$ cat config.mk
export PLATFORM = sky130hd
export DESIGN_NAME = rcr_top
export DESIGN_NICKNAME = d
export VERILOG_FILES = /design/src/core/rcr_pkg.sv /design/src/core/rcr_top.sv /design/src/core/rcr_sync.sv /design/src/core/rcr_fifo.sv
export SDC_FILE = /design/constraint.sdc
export NUM_CORES = 1
export LEC_CHECK = 0
export BUFFER_PORTS_ARGS = -buffer_cell sky130_fd_sc_hd__buf_2
export CAP_MARGIN = 20
export CORE_UTILIZATION = 50
export DETAILED_ROUTE_END_ITERATION = 8
export PLACE_DENSITY_LB_ADDON = 0.25
export SYNTH_ARGS = -nofsm -noshare
export SYNTH_HDL_FRONTEND = slang
export SYNTH_SLANG_ARGS = --single-unit
export TNS_END_PERCENT = 100
$ cat constraint.sdc
create_clock -name ref_clk -period 3.8 [get_ports ref_clk]
set_input_delay 0.19 -clock ref_clk [delete_from_list [all_inputs] [get_ports ref_clk]]
set_output_delay 0.19 -clock ref_clk [all_outputs]
set_load 0.01 [all_outputs]
$ cat src/core/rcr_pkg.sv
package rcr_pkg;

   // Loop arithmetic
   localparam int PHASE_W = 12;
   localparam int PI_W = 7;
   localparam int FREQ_W = 12;
   localparam int DIV_W = 5;
   localparam int RATE_W = 3;
   localparam int FREQ_SHIFT = 4;
   localparam logic [PHASE_W-1:0] KP_STEP = 12'h010;
   localparam logic [FREQ_W-1:0] KI_STEP = 12'h001;
   localparam logic [PI_W-1:0] HALF_UI = 7'h40;

   // Reset values
   localparam logic [PHASE_W-1:0] PHASE_RST = 12'h000;
   localparam logic [FREQ_W-1:0] FREQ_RST = 12'h000;
   localparam logic [RATE_W-1:0] RATE_RST = 3'h0;
   localparam logic [DIV_W-1:0] DIV_RST = 5'h01;

   // Rate select codes and divider values
   localparam logic [RATE_W-1:0] RATE_STATIC = 3'h0;
   localparam logic [RATE_W-1:0] RATE_DIV1 = 3'h1;
   localparam logic [RATE_W-1:0] RATE_DIV2 = 3'h2;
   localparam logic [RATE_W-1:0] RATE_DIV4 = 3'h3;
   localparam logic [RATE_W-1:0] RATE_DIV8 = 3'h4;
   localparam logic [RATE_W-1:0] RATE_DIV16 = 3'h5;
   localparam logic [DIV_W-1:0] DIV_BY_1 = 5'h01;
   localparam logic [DIV_W-1:0] DIV_BY_2 = 5'h02;
   localparam logic [DIV_W-1:0] DIV_BY_4 = 5'h04;
   localparam logic [DIV_W-1:0] DIV_BY_8 = 5'h08;
   localparam logic [DIV_W-1:0] DIV_BY_16 = 5'h10;

   localparam int FIFO_DEPTH = 8;

   typedef struct packed {
      logic edge_bit;
      logic data_bit;
   } rcr_sample_t;

   typedef struct packed {
      logic data_bit;
      logic [PI_W-1:0] phase;
   } rcr_word_t;

   typedef struct packed {
      logic freeze;
      logic override_en;
      logic fd_reset;
      logic pd_reset;
      logic analog_reset;
      logic elec_idle;
   } rcr_ctrl_t;

   typedef enum logic [2:0] {
      ST_RESET = 3'b001,
      ST_TRACK = 3'b010,
      ST_IDLE = 3'b100
   } rcr_mode_t;

endpackage

$ cat src/core/rcr_top.sv
`timescale 1ns/100ps
module rcr_top import rcr_pkg::*; #(
   parameter int DEPTH = FIFO_DEPTH
) (
   input wire logic ref_clk, // 25 MHz clock
   input wire logic reset_n, // Async reset, active low
   input wire logic recovery_loop_freeze, // Freeze loop, async
   input wire logic recovery_override_enable, // Override enable, async
   input wire logic recovery_freq_detector_reset, // Frequency state reset, async
   input wire logic recovery_phase_detector_reset, // Phase state reset, async
   input wire logic receiver_analog_reset, // Receiver restart, async
   input wire logic rx_electrical_idle_flag, // Idle detected, async
   input wire logic [RATE_W-1:0] rx_rate_select, // Rate code, foreign clock
   input wire logic [DIV_W-1:0] static_rate_divider, // Divider for code 000
   input wire logic buffer_reset_on_rate_change, // Auto buffer reset enable
   input wire logic idle_reset_seq_enable, // Idle reset sequence enable
   input wire logic keep_state_on_idle, // Preserve loop over idle
   input wire logic frequency_clear_on_idle, // Clear frequency on idle
   input wire logic phase_clear_on_idle, // Clear phase on idle
   input wire logic linear_equalizer_select, // Linear mode when high, async
   input wire logic samp_valid, // Sampler pair valid
   input wire rcr_sample_t samp, // Edge and data samples
   output logic samp_ready, // Sampler pair accepted
   output logic out_valid, // Recovered word valid
   input wire logic out_ready, // Consumer takes word
   output rcr_word_t out_data, // Recovered bit and phase
   output logic [PI_W-1:0] edge_phase, // Edge interpolator code
   output logic [PI_W-1:0] data_phase, // Data interpolator code
   output logic [DIV_W-1:0] rate_divider, // Active divider
   output logic buffer_reset, // Buffer reset pulse
   output logic ref_lock, // Locked to reference
   output logic loop_frozen, // Loop held
   output logic idle_active, // Idle sequence running
   output logic linear_mode // Equalizer mode in use
);
   // Buffer level width
   localparam int LW = $clog2(DEPTH) + 1;
   // Two slots of slack cover the registered ready
   localparam logic [LW-1:0] ROOM_LIMIT = LW'(DEPTH - 2);

   // Whole block state, registered once per clock
   typedef struct packed {
      rcr_mode_t mode;
      logic signed [PHASE_W-1:0] phase_acc;
      logic signed [FREQ_W-1:0] freq;
      logic [PHASE_W-1:0] saved_phase;
      logic [FREQ_W-1:0] saved_freq;
      logic prev_data;
      logic have_prev;
      logic [RATE_W-1:0] rate;
      logic [RATE_W-1:0] rate_cand;
      logic [DIV_W-1:0] div;
      logic buf_reset;
      logic lock_ref;
      logic frozen;
      logic idle;
      logic lin_mode;
      logic samp_rdy;
      logic out_vld;
      rcr_word_t out_word;
      logic [PI_W-1:0] edge_ph;
      logic [PI_W-1:0] data_ph;
   } top_st_t;

   top_st_t st_q;
   top_st_t st_d;

   // Synchronised controls
   rcr_ctrl_t ctrl_raw;
   rcr_ctrl_t ctrl;
   logic [RATE_W-1:0] rate_sync;
   logic lin_sync;

   // Buffer handshake
   logic f_wr_valid;
   logic f_wr_ready;
   rcr_word_t f_wr_data;
   logic f_rd_valid;
   logic f_rd_ready;
   rcr_word_t f_rd_data;
   logic [LW-1:0] f_level;
   logic f_flush;

   // Codes 110 and 111 fall back to divide by one
   function automatic logic [DIV_W-1:0] rate_decode(input logic [RATE_W-1:0] code,
                                                    input logic [DIV_W-1:0] stat);
      logic [DIV_W-1:0] dv;
      dv = DIV_BY_1;
      case (code)
         RATE_STATIC: dv = stat;
         RATE_DIV1: dv = DIV_BY_1;
         RATE_DIV2: dv = DIV_BY_2;
         RATE_DIV4: dv = DIV_BY_4;
         RATE_DIV8: dv = DIV_BY_8;
         RATE_DIV16: dv = DIV_BY_16;
         default: dv = DIV_BY_1;
      endcase
      return dv;
   endfunction

   // Gather async controls for one synchroniser
   assign ctrl_raw.freeze = recovery_loop_freeze;
   assign ctrl_raw.override_en = recovery_override_enable;
   assign ctrl_raw.fd_reset = recovery_freq_detector_reset;
   assign ctrl_raw.pd_reset = recovery_phase_detector_reset;
   assign ctrl_raw.analog_reset = receiver_analog_reset;
   assign ctrl_raw.elec_idle = rx_electrical_idle_flag;

   // Async controls into the clock domain
   rcr_sync #(.WIDTH($bits(rcr_ctrl_t))) u_ctrl_sync (
      .ref_clk(ref_clk),
      .reset_n(reset_n),
      .async_in(ctrl_raw),
      .sync_out(ctrl)
   );

   // Rate code from the second user clock, filtered below
   rcr_sync #(.WIDTH(RATE_W + 1)) u_rate_sync (
      .ref_clk(ref_clk),
      .reset_n(reset_n),
      .async_in({rx_rate_select, linear_equalizer_select}),
      .sync_out({rate_sync, lin_sync})
   );

   // Recovered words wait here for the consumer
   rcr_fifo #(.WIDTH($bits(rcr_word_t)), .DEPTH(DEPTH)) u_fifo (
      .ref_clk(ref_clk),
      .reset_n(reset_n),
      .flush(f_flush),
      .wr_valid(f_wr_valid),
      .wr_ready(f_wr_ready),
      .wr_data(f_wr_data),
      .rd_valid(f_rd_valid),
      .rd_ready(f_rd_ready),
      .rd_data(f_rd_data),
      .level(f_level)
   );

   // Loop helpers
   logic accept;
   logic transition;
   logic signed [PHASE_W-1:0] step;
   logic signed [FREQ_W-1:0] fstep;
   logic idle_seq;

   // Pairs are refused while the loop restarts
   assign accept = samp_valid && st_q.samp_rdy && f_wr_ready && (st_q.mode != ST_RESET);
   assign transition = st_q.have_prev && (st_q.prev_data != samp.data_bit);
   assign idle_seq = ctrl.elec_idle && idle_reset_seq_enable;
   assign f_wr_valid = accept;
   assign f_wr_data = '{data_bit: samp.data_bit, phase: st_q.phase_acc[PHASE_W-1 -: PI_W]};
   assign f_rd_ready = !st_q.out_vld || out_ready;
   assign f_flush = st_q.buf_reset || (st_q.mode == ST_RESET);

   always_comb begin
      st_d = st_q;
      step = '0;
      fstep = '0;
      st_d.buf_reset = 1'b0;
      // Status levels follow the synchronised controls
      st_d.frozen = ctrl.freeze;
      st_d.lock_ref = ctrl.freeze && !ctrl.override_en;
      st_d.lin_mode = lin_sync;

      // Rate code must hold two cycles before it is taken
      st_d.rate_cand = rate_sync;
      if (rate_sync == st_q.rate_cand && rate_sync != st_q.rate) begin
         st_d.rate = rate_sync;
         st_d.buf_reset = buffer_reset_on_rate_change;
      end
      st_d.div = rate_decode(st_q.rate, static_rate_divider);

      // Loop state machine
      unique case (st_q.mode)
         ST_RESET: begin
            // Loop restarts from zero phase and frequency
            st_d.phase_acc = PHASE_RST;
            st_d.freq = FREQ_RST;
            st_d.have_prev = 1'b0;
            if (!ctrl.analog_reset) begin
               st_d.mode = ST_TRACK;
            end
         end
         ST_TRACK: begin
            // Analog reset wins over idle and tracking
            if (ctrl.analog_reset) begin
               st_d.mode = ST_RESET;
            end else if (idle_seq) begin
               st_d.mode = ST_IDLE;
               // Snapshot for the restore on idle exit
               st_d.saved_phase = st_q.phase_acc;
               st_d.saved_freq = st_q.freq;
               if (frequency_clear_on_idle) begin
                  st_d.freq = FREQ_RST;
               end
               if (phase_clear_on_idle) begin
                  st_d.phase_acc = PHASE_RST;
               end
               st_d.have_prev = 1'b0;
            end else if (accept && !ctrl.freeze) begin
               // Bang-bang detector: edge equal to new bit means late
               if (transition) begin
                  if (samp.edge_bit == samp.data_bit) begin
                     step = -$signed(KP_STEP);
                     fstep = -$signed(KI_STEP);
                  end else begin
                     step = $signed(KP_STEP);
                     fstep = $signed(KI_STEP);
                  end
               end
               // Proportional step plus integrated frequency
               st_d.freq = st_q.freq + fstep;
               st_d.phase_acc = st_q.phase_acc + step + (st_q.freq >>> FREQ_SHIFT);
               st_d.prev_data = samp.data_bit;
               st_d.have_prev = 1'b1;
            end
         end
         ST_IDLE: begin
            // Loop held; restore overrides the clear options
            if (ctrl.analog_reset) begin
               st_d.mode = ST_RESET;
            end else if (!idle_seq) begin
               st_d.mode = ST_TRACK;
               if (keep_state_on_idle) begin
                  st_d.phase_acc = st_q.saved_phase;
                  st_d.freq = st_q.saved_freq;
               end
            end
         end
         default: begin
            st_d.mode = ST_RESET;
         end
      endcase

      // Detector resets act even while frozen
      if (ctrl.fd_reset) begin
         st_d.freq = FREQ_RST;
      end
      if (ctrl.pd_reset) begin
         st_d.phase_acc = PHASE_RST;
      end

      // Status and interpolator codes from the next state
      st_d.idle = (st_d.mode == ST_IDLE);
      st_d.samp_rdy = (f_level < ROOM_LIMIT) && (st_d.mode != ST_RESET);
      st_d.edge_ph = st_d.phase_acc[PHASE_W-1 -: PI_W];
      st_d.data_ph = st_d.phase_acc[PHASE_W-1 -: PI_W] + HALF_UI;

      // Output register stage after the buffer
      // Word held until the consumer takes it or a flush drops it
      if (f_flush) begin
         st_d.out_vld = 1'b0;
      end else if (f_rd_ready) begin
         st_d.out_vld = f_rd_valid;
         if (f_rd_valid) begin
            st_d.out_word = f_rd_data;
         end
      end
   end

   // Divider reads one until the static code is decoded
   always_ff @(posedge ref_clk or negedge reset_n) begin
      if (!reset_n) begin
         st_q <= '0;
         st_q.mode <= ST_RESET;
         st_q.rate <= RATE_RST;
         st_q.rate_cand <= RATE_RST;
         st_q.div <= DIV_RST;
      end else begin
         st_q <= st_d;
      end
   end

   // Outputs straight from the state register
   assign samp_ready = st_q.samp_rdy;
   assign out_valid = st_q.out_vld;
   assign out_data = st_q.out_word;
   assign edge_phase = st_q.edge_ph;
   assign data_phase = st_q.data_ph;
   assign rate_divider = st_q.div;
   assign buffer_reset = st_q.buf_reset;
   assign ref_lock = st_q.lock_ref;
   assign loop_frozen = st_q.frozen;
   assign idle_active = st_q.idle;
   assign linear_mode = st_q.lin_mode;
endmodule // rcr_top

$ cat src/core/rcr_sync.sv
`timescale 1ns/100ps
module rcr_sync import rcr_pkg::*; #(
   parameter int WIDTH = 1
) (
   input wire logic ref_clk, // Clock
   input wire logic reset_n, // Async reset
   input wire logic [WIDTH-1:0] async_in, // Foreign input
   output logic [WIDTH-1:0] sync_out // Synchronised copy
);
   typedef struct packed {
      logic [WIDTH-1:0] meta;
      logic [WIDTH-1:0] stable;
   } sync_st_t;

   sync_st_t st_q;
   sync_st_t st_d;

   always_comb begin
      st_d.meta = async_in;
      st_d.stable = st_q.meta;
   end

   always_ff @(posedge ref_clk or negedge reset_n) begin
      if (!reset_n) begin
         st_q <= '0;
      end else begin
         st_q <= st_d;
      end
   end

   assign sync_out = st_q.stable;
endmodule // rcr_sync

$ cat src/core/rcr_fifo.sv
`timescale 1ns/100ps
module rcr_fifo import rcr_pkg::*; #(
   parameter int WIDTH = 8,
   parameter int DEPTH = FIFO_DEPTH
) (
   input wire logic ref_clk, // Clock
   input wire logic reset_n, // Async reset
   input wire logic flush, // Drop all contents
   input wire logic wr_valid, // Write request
   output logic wr_ready, // Room for a word
   input wire logic [WIDTH-1:0] wr_data, // Write word
   output logic rd_valid, // Word available
   input wire logic rd_ready, // Reader takes word
   output logic [WIDTH-1:0] rd_data, // Oldest word
   output logic [$clog2(DEPTH):0] level // Words held
);
   localparam int AW = $clog2(DEPTH);
   localparam logic [AW:0] FULL_CNT = (AW+1)'(DEPTH);
   localparam logic [AW-1:0] LAST_IDX = AW'(DEPTH - 1);

   typedef struct packed {
      logic [DEPTH-1:0][WIDTH-1:0] mem;
      logic [AW-1:0] wp;
      logic [AW-1:0] rp;
      logic [AW:0] cnt;
   } fifo_st_t;

   fifo_st_t st_q;
   fifo_st_t st_d;
   logic push;
   logic pop;

   assign wr_ready = (st_q.cnt != FULL_CNT);
   assign rd_valid = (st_q.cnt != '0);
   assign rd_data = st_q.mem[st_q.rp];
   assign level = st_q.cnt;
   assign push = wr_valid && wr_ready && !flush;
   assign pop = rd_valid && rd_ready && !flush;

   always_comb begin
      st_d = st_q;
      if (flush) begin
         st_d.wp = '0;
         st_d.rp = '0;
         st_d.cnt = '0;
      end else begin
         if (push) begin
            st_d.mem[st_q.wp] = wr_data;
            st_d.wp = (st_q.wp == LAST_IDX) ? '0 : st_q.wp + 1'b1;
         end
         if (pop) begin
            st_d.rp = (st_q.rp == LAST_IDX) ? '0 : st_q.rp + 1'b1;
         end
         if (push && !pop) begin
            st_d.cnt = st_q.cnt + 1'b1;
         end else if (pop && !push) begin
            st_d.cnt = st_q.cnt - 1'b1;
         end
      end
   end

   always_ff @(posedge ref_clk or negedge reset_n) begin
      if (!reset_n) begin
         st_q <= '0;
      end else begin
         st_q <= st_d;
      end
   end
endmodule // rcr_fifo

# Word-level counts from Yosys, hierarchy flattened
# Index checks and enable logic that the tools add are counted.
# W data, S select, Z words.
# totals
ff_bits	180
output_inout_bits	34
# op_classes
addsub	8
n_lt_le_gt_ge	4
n_eq_ne	31
muxes	50
n_bitwise	3
n_reduce_logical	40
# op_table
operator	count
$mux W12	16
$mux W24	5
$pmux W24 S3	1
$bwmux W64	1
$mux W50	1
$mux W27	1
$pmux W5 S5	1
$add A12 B12 Y12	2
$bmux W8 S3	1
$demux W8 S3	1
$mux W3	8
$mux W8	3
$ne A3 B2 Y1 const B	8
$eq A3 B3 Y1 const B	6
$logic_and A1 B1 Y1	16
$ne A4 B3 Y1 const B	4
$reduce_and A7 Y1	2
$add A12 B8 Y12	1
$reduce_bool A4 Y1	3
$mux W10	1
$eq A3 B2 Y1 const B	3
$mux W9	1
$pmux W3 S3	1
$reduce_and A3 Y1	3
other kinds (28)	46

# Logic depth before layout (Yosys ltp)
# Gate-level depths: netlist (run 1).
# depth
ltp_word	16
mapped_depth	12
mapped_depth_nobuf	11

# Modules after synthesis
# Synthesis (run 1) repeated with hierarchy kept, for this count alone.
# unflattened
cells_unflattened	750
hier_area_um2	9168.8
# by_module_without_submodules
mod	n_inst	cells_per_inst	area_each_um2	seq_area_each_um2
rcr_top	1	484	5027.3	2004.4
rcr_fifo	1	246	3641.0	1851.8
rcr_sync at u_ctrl_sync	1	12	300.3	300.3
rcr_sync at u_rate_sync	1	8	200.2	200.2

# Worst setup path after synthesis (run 1)
# No wires, ideal clock.
# synth_timing
path_kind	register to register
start	reg st_q[41] (netlist name)
end	reg st_q, in the netlist f_wr_data[6]
setup_time_ns	0.124
t_arrival_ns	2.987
slack_ns	0.689
path_stages_with_launch	13
path_buffers	1
synth_period_minus_slack_ns	3.111
cell_sequence	dfrtp_1 and3b_1 o21ai_4 inv_2 buf_2 fa_1 ha_1 o21a_1 o21ai_0 o21bai_1 a21o_1 a21oi_1 o31a_1
# synth_lines
item	line	source
start: declaration	rcr_top.sv:65	top_st_t st_q;
start signal: assignment	rcr_top.sv:270	st_q <= st_d;

==> results of run 1 <==
==> state kept, by name, indices dropped and copies added (netlist names), 4 cells and up <==
name and count:
u_fifo.st_q 70, st_q 52, out_data 8, data_phase 7
u_ctrl_sync.st_d 6, u_ctrl_sync.sync_out 6, rate_divider 5, u_fifo.level 4
u_rate_sync.st_d 4, u_rate_sync.sync_out 4
==> worst min-delay path by stage <==
stage / from / to / slack [ns] / cells after the start
after floorplan: reset_n / buffer_reset / -0.11 / 0
after global placement: reset_n / out_data[4] / 0.19 / 1
after detailed placement: reset_n / u_fifo.st_q[14] / 0.20 / 1
after CTS: static_rate_divider[0] / rate_divider[0] / 0.003 / 3
after global routing: static_rate_divider[0] / rate_divider[0] / 0.02 / 3
final: static_rate_divider[0] / rate_divider[0] / 0.007 / 3
==> per-layer routing <==
metal | global-route usage | routed length, µm | vias to the layer above
li1 | - | - | 2767
met1 | 0.309 | 8750 | 3018
met2 | 0.361 | 9160 | 141
met3 | 0.0429 | 752 | 16
met4 | 0.0562 | 195 | 0
met5 | 0 | 0 | -
==> power by group through the flow <==
stage          registers, W  logic (W)  clock network [W]
2_1_floorplan       0.00211   0.000715                  0
3_3_place_gp        0.00218   0.000790                  0
3_5_place_dp        0.00219   0.000816                  0
4_1_cts             0.00215   0.000832            0.00189
5_1_grt             0.00217   0.000924            0.00196
6_report            0.00215   0.000823            0.00186
==> cells in the final DEF (no fill, tap or decap), types with 13 or more instances in the layout <==
cell type      count
dfrtp_1          172
mux2_2            92
buf_2             58
nor2_1            53
a21oi_1           37
nand2_1           35
ha_1              24
o21ai_0           18
clkbuf_16         17
mux4_2            16
dlygate4sd3_1     16
nand3_1           13
mux2i_1           13
==> layout make-up <==
class,count,area [µm²],area share
Multi-Input combinational cell,494,4170,0.418
Inverter,12,45.0,0.00451
Tap cell,225,282,0.0282
Clock buffer,20,467,0.0467
Clock inverter,12,169,0.0169
Sequential cell,174,4360,0.436
Timing Repair Buffer,78,497,0.0497
==> through the flow <==
stage / area [µm²] / util / total power (W) / hold slack, ns
5_1_grt: 9990 / 0.573 / 0.00506 / 0.0243
6_report: 9990 / 0.573 / 0.00484 / 0.00693
3_5_place_dp: 9180 / 0.527 / 0.00300 / 0.196
4_1_cts: 9980 / 0.573 / 0.00488 / 0.00328
2_1_floorplan: 8970 / - / 0.00282 / -0.106
3_3_place_gp: 9180 / 0.527 / 0.00297 / 0.188
==> worst register-to-register path, stage by stage, from the launching register on <==
cell and delay (ns):
dfrtp_1 0.42, nor3b_2 0.35, o21ai_4 0.15, inv_2 0.33, fa_1 0.49, ha_1 0.36
o21a_1 0.22, o21ai_0 0.26, o21bai_1 0.21, a21o_1 0.18, a21oi_1 0.10, o31a_1 0.29
==> cells by family (layout without fill, tap and decap cells) <==
| group | after synthesis | after routing | synth area share |
|---|---|---|---|
| muxes | 121 | 121 | 0.170 |
| AOI/OAI and AO/OA | 136 | 136 | 0.108 |
| DFF | 174 | 174 | 0.486 |
| xor gates and xnor gates | 21 | 21 | 0.0205 |
| and+or+nand+nor | 183 | 183 | 0.112 |
| adders and majority gates | 33 | 33 | 0.0535 |
| buffers and inverters | 80 | 122 | 0.0503 |
==> metrics.txt, run 1 <==
CTS tree built; fin cells around 1000; pre-CTS setup slack 0.430 ns; Yosys cell types 81; Layout Skew 0.00872 ns; Die X 136 µm; max-slew violations 0; # DRC 0; Net Sw Frac 0.281; Hold Fails Final Rpt 0; register area share after synthesis 0.486; fraction of layout cells with a size suffix above 1 0.292; Mapped Area approximately 9000 µm²; n_diodes 0; PortBufs 59; clock share of power 0.384; Mean Syn Cell Area 12.0 µm²; leakage power 4.64 nW; maximum vdd drop 344 µV; Critical Path RT 4.11 ns; internal power 0.00348 W; CP Buf/Inv Count 1; Post-DP HPWL 12.6 mm; share of the synthesized area in the top cell type 0.480; Setup Buffers After CTS 0; Ports 60; critical path, cell by cell nor3b_2 > o21ai_4 > inv_2 > fa_1 > ha_1 > o21a_1 > o21ai_0 > o21bai_1 > a21o_1 > a21oi_1 > o31a_1; Async SR Flop Fraction 1.00; outcome completed; most frequent cells after synthesis 172 x dfrtp_1, 92 x mux2_2, 53 x nor2_1; Pwr Density 484 nW/µm²; WP depth 11; FF-to-FF path depth 11; Num Clock Sinks between 150 and 200; root buf cell clkbuf_16; Vias 5942; max incr delay on CP approximately 0.49 ns; vias in the first global route 6106; FMAX between 200 and 300 MHz; Critical Path End f_wr_data[6]; RSZ-0062 raised after global routing no; Slew headroom 0.353; htree depth 4; clk slew on worst S/H paths 0.07 ns; final setup margin 0.320 ns; min-delay worst type input port to flop; CP startpoint st_q[41]; setup TNS 0 ns; area of the core about 17000 µm²; # nets final 836; NetSw 0.00136 W; worst flop-to-flop path startpoint st_q[41]; filler instances 1456; via density per instance 5.85; Starting Density 0.515; P&R area growth vs syn 11.3%; sequential power share 0.445; Inst Count DP roughly 970; initial antenna violation count 0; endpoint arrival time on the critical path between 3 and 4 ns; Die Footprint around 18000 µm²; worst skew pair latency 0.42 ns; Post-synth EDFFs 0; Crit Reg-Reg Endpoint f_wr_data[6]; post-cts resize count 0; Yosys warning count 0; Synth area leader dfrtp_1; Syn Inst Count roughly 750; Pre-Repair DR Iteration Count 5; largest net degree at the start of global routing between 100 and 150; R2R Setup Slk about 0.32 ns; synth top area cells dfrtp_1 48%, mux2_2 12%, mux4_2 4.0%; Slowest-stage cell, CP fa_1; routed wire length ~19 mm; Top FF cell, synth dfrtp_1; CTS Hold Bufs 16; GPL Wtd Cong 0.855; Mapped Nets ~800; Antenna Nets Post-Route 0; CTS Buf Count 17; Die Ht 136 µm; WS Path Type flop to flop; Routed WL per cell roughly 19 µm; first-pass GRT wire length 31.6 mm; combinational power share 0.170; delay-heaviest family, CP compound AO/OA/AOI/OAI gates; Max Cap Violations 0; row cnt 48; most common cell in the netlist dfrtp_1; Worst-Margin Slew 0.968 ns; maximum root-to-sink buffer count 2; GRT Resource Usage Total 0.223; fin crit share 0.916; Iter 0 DRT Violations around 420; Startpoint Class flop; Synth Register Bits 174; total gr overflow 0; post-route minimum period 3.48 ns; setup violators final 0; Crit. End Element flop; Crit Path Max Fanout 18
No activity file was read; power rests on OpenSTA's default activity.
==> inputs of run 2 (changes only) <==
--- a/config.mk
+++ b/config.mk
@@ -7,10 +7,12 @@
 export LEC_CHECK = 0
 export BUFFER_PORTS_ARGS = -buffer_cell sky130_fd_sc_hd__buf_2
 export CAP_MARGIN = 20
+export CORE_MARGIN = 2
 export CORE_UTILIZATION = 50
 export DETAILED_ROUTE_END_ITERATION = 8
 export PLACE_DENSITY_LB_ADDON = 0.25
 export SYNTH_ARGS = -nofsm -noshare
 export SYNTH_HDL_FRONTEND = slang
+export SYNTH_HIERARCHICAL = 1
 export SYNTH_SLANG_ARGS = --single-unit
-export TNS_END_PERCENT = 100
+export TNS_END_PERCENT = 50
==> run 2 against run 1 <==
Final cell count increased by 1.7%. Flip-flop and latch count unchanged. Non-clock buffer count increased by 10. Largest cell class unchanged.
==> metrics.txt, run 2 <==
Layout Skew 0.0115 ns (+0.00276 ns); fin crit share 0.894 (-0.0221); max incr delay on CP 0.49 ns (about the same); RSZ-0062 raised after global routing no; largest net degree at the start of global routing 91 (-22%); most frequent cells in the layout 172 x dfrtp_1, 107 x mux2_2, 58 x buf_2; filler instances 1486 (+2.1%); post-route minimum period 3.40 ns (-0.0840 ns); Max Cap Violations 0 (unchanged); setup TNS 0 ns (unchanged); max-slew violations 0 (unchanged); area of the core 18000 µm² (+3.1%); Critical Path RT 4.15 ns (+0.04 ns); CP Buf/Inv Count 1 (unchanged); Crit. End Element flop; Num Clock Sinks 174 (unchanged); Crit Path Max Fanout 9 (-9); commonest non-fill, non-tap cell in the layout dfrtp_1; CTS Buf Count 17 (unchanged); delay-heaviest family, CP simple AND/OR/NAND/NOR gates; worst flop-to-flop path startpoint u_fifo/level[3]; R2R Setup Slk 0.40 ns (+0.08 ns); Slew headroom 0.426 (+0.0729); WS Path Type flop to flop; leakage power 4.79 nW (+3.1%); Routed WL per cell 19.2 µm (+3.6%); FF-to-FF path depth 12 (+1); CP startpoint u_fifo/level[3]; maximum root-to-sink buffer count 2 (unchanged); WP depth 12 (+1); Mapped Area 9160 µm² (+2.1%); Mean Syn Cell Area 12.2 µm² (+2.0%); Setup Buffers After CTS 0 (unchanged); fraction of layout cells with a size suffix above 1 0.315 (+0.0227); maximum vdd drop 451 µV (+31%); Die Ht 139 µm (+2.5%); row cnt 49 (+2.1%); via density per instance 5.96 (+1.8%); Post-DP HPWL 13.3 mm (+5.7%); post-cts resize count 0 (unchanged); Crit Reg-Reg Endpoint u_fifo/level[3]; Antenna Nets Post-Route 0 (unchanged); setup violators final 0 (unchanged); CTS tree built; Hold Fails Final Rpt 0 (unchanged); Iter 0 DRT Violations 357 (-14%); outcome completed; GRT Resource Usage Total 0.215 (-0.00764); Min Hold Slack 0.126 ns (+0.119 ns); Most common cell on crit path nor2_1; # nets final 849 (+1.6%); Yosys warning count 6 (+6); Mapped Nets 808 (+0.12%); min-delay worst type input port to flop; PortBufs 59 (unchanged); clk slew on worst S/H paths 0.07 ns (about the same); max reg flops 70 (unchanged); Pre-Repair DR Iteration Count 5 (unchanged); Slowest-stage cell, CP a2111oi_0; Top reg by flops u_fifo/st_q; GPL Wtd Cong 0.912 (+6.6%); Critical Path End u_fifo/level[3]; P&R area growth vs syn 11.3% (about the same); endpoint arrival time on the critical path 3.74 ns (-0.05 ns); Ports 60 (unchanged); total gr overflow 0 (unchanged); Worst-Margin Slew 0.861 ns (-0.107 ns); worst skew pair latency 0.44 ns (+0.02 ns); Die X 139 µm (+2.5%); Die Footprint 19400 µm² (+5.1%); CTS Hold Bufs 17 (+1); n_diodes 0 (unchanged); htree depth 4 (unchanged); first-pass GRT wire length 33.4 mm (+5.6%); Pwr Density 453 nW/µm² (-6.5%); initial antenna violation count 0 (unchanged); Startpoint Class flop; routed wire length 19.9 mm (+5.3%); FMAX 294 MHz (+2.5%); Syn Inst Count 749 (+0.13%); # DRC 0 (unchanged); Starting Density 0.510 (-0.00516); Vias 6148 (+3.5%); root buf cell clkbuf_16; vias in the first global route 6425 (+5.2%); critical path, cell by cell nor4b_2 > inv_2 > nand3_1 > nor2_1 > or2b_1 > nor2_1 > nand2_1 > ha_1 > a21o_1 > a2111oi_0 > a311oi_1 > o31ai_1
-- run 2: worst register-to-register path, delay by kind of cell (launching register included) --
kind / cells / cell delay [ns]
flops: 1 / 0.47
buf+inv: 1 / 0.14
compound gates: 4 / 0.90
fa+ha+maj: 1 / 0.32
simple gates: 6 / 1.47
-- run 2: worst min path at each step --
stage            start      endpoint  slack (ns)  cells past startpoint
2_1_floorplan  reset_n  buffer_reset       -0.11                      0
3_5_place_dp   reset_n   linear_mode        0.29                      1
5_1_grt        samp[0]      st_q[41]        0.15                      3
4_1_cts        samp[0]      st_q[41]        0.11                      3
3_3_place_gp   reset_n   linear_mode        0.27                      1
6_report       samp[0]      st_q[41]        0.13                      3
-- run 2: where the power goes --
part	switching, W	internal, W	total, W
combinational	0.000392	0.000337	0.000728
sequential	0.000163	0.00196	0.00213
clock	0.000818	0.000942	0.00176
-- run 2: stage by stage --
stage	cells	cell area (µm²)	total power [W]	setup WS, ns	util
after floorplan	749	9160	0.00269	0.733	-
after global placement	982	9420	0.00284	0.676	0.524
after detailed placement	983	9430	0.00288	0.481	0.525
after CTS	1032	10200	0.00467	0.457	0.567
after global routing	1032	10200	0.00483	0.162	0.567
final	1032	10200	0.00461	0.404	0.567
-- run 2: layout make-up --
type,instances,area (µm²),share of cell area
multi-input cells,492,4310,0.423
repair buffers,88,574,0.0563
clock buffers,17,425,0.0417
inverters,17,66.3,0.00651
flip-flops and latches,174,4360,0.427
well taps,229,287,0.0281
clock inverters,15,173,0.0169
-- run 2: layer usage --
metal / vias to the layer above / track usage / part of all wire
met2: 146 / 0.349 / 0.48
li1: 2827 / - / -
met5: - / 0 / 0
met4: 0 / 0.0633 / 0.016
met1: 3143 / 0.296 / 0.46
met3: 32 / 0.0447 / 0.046
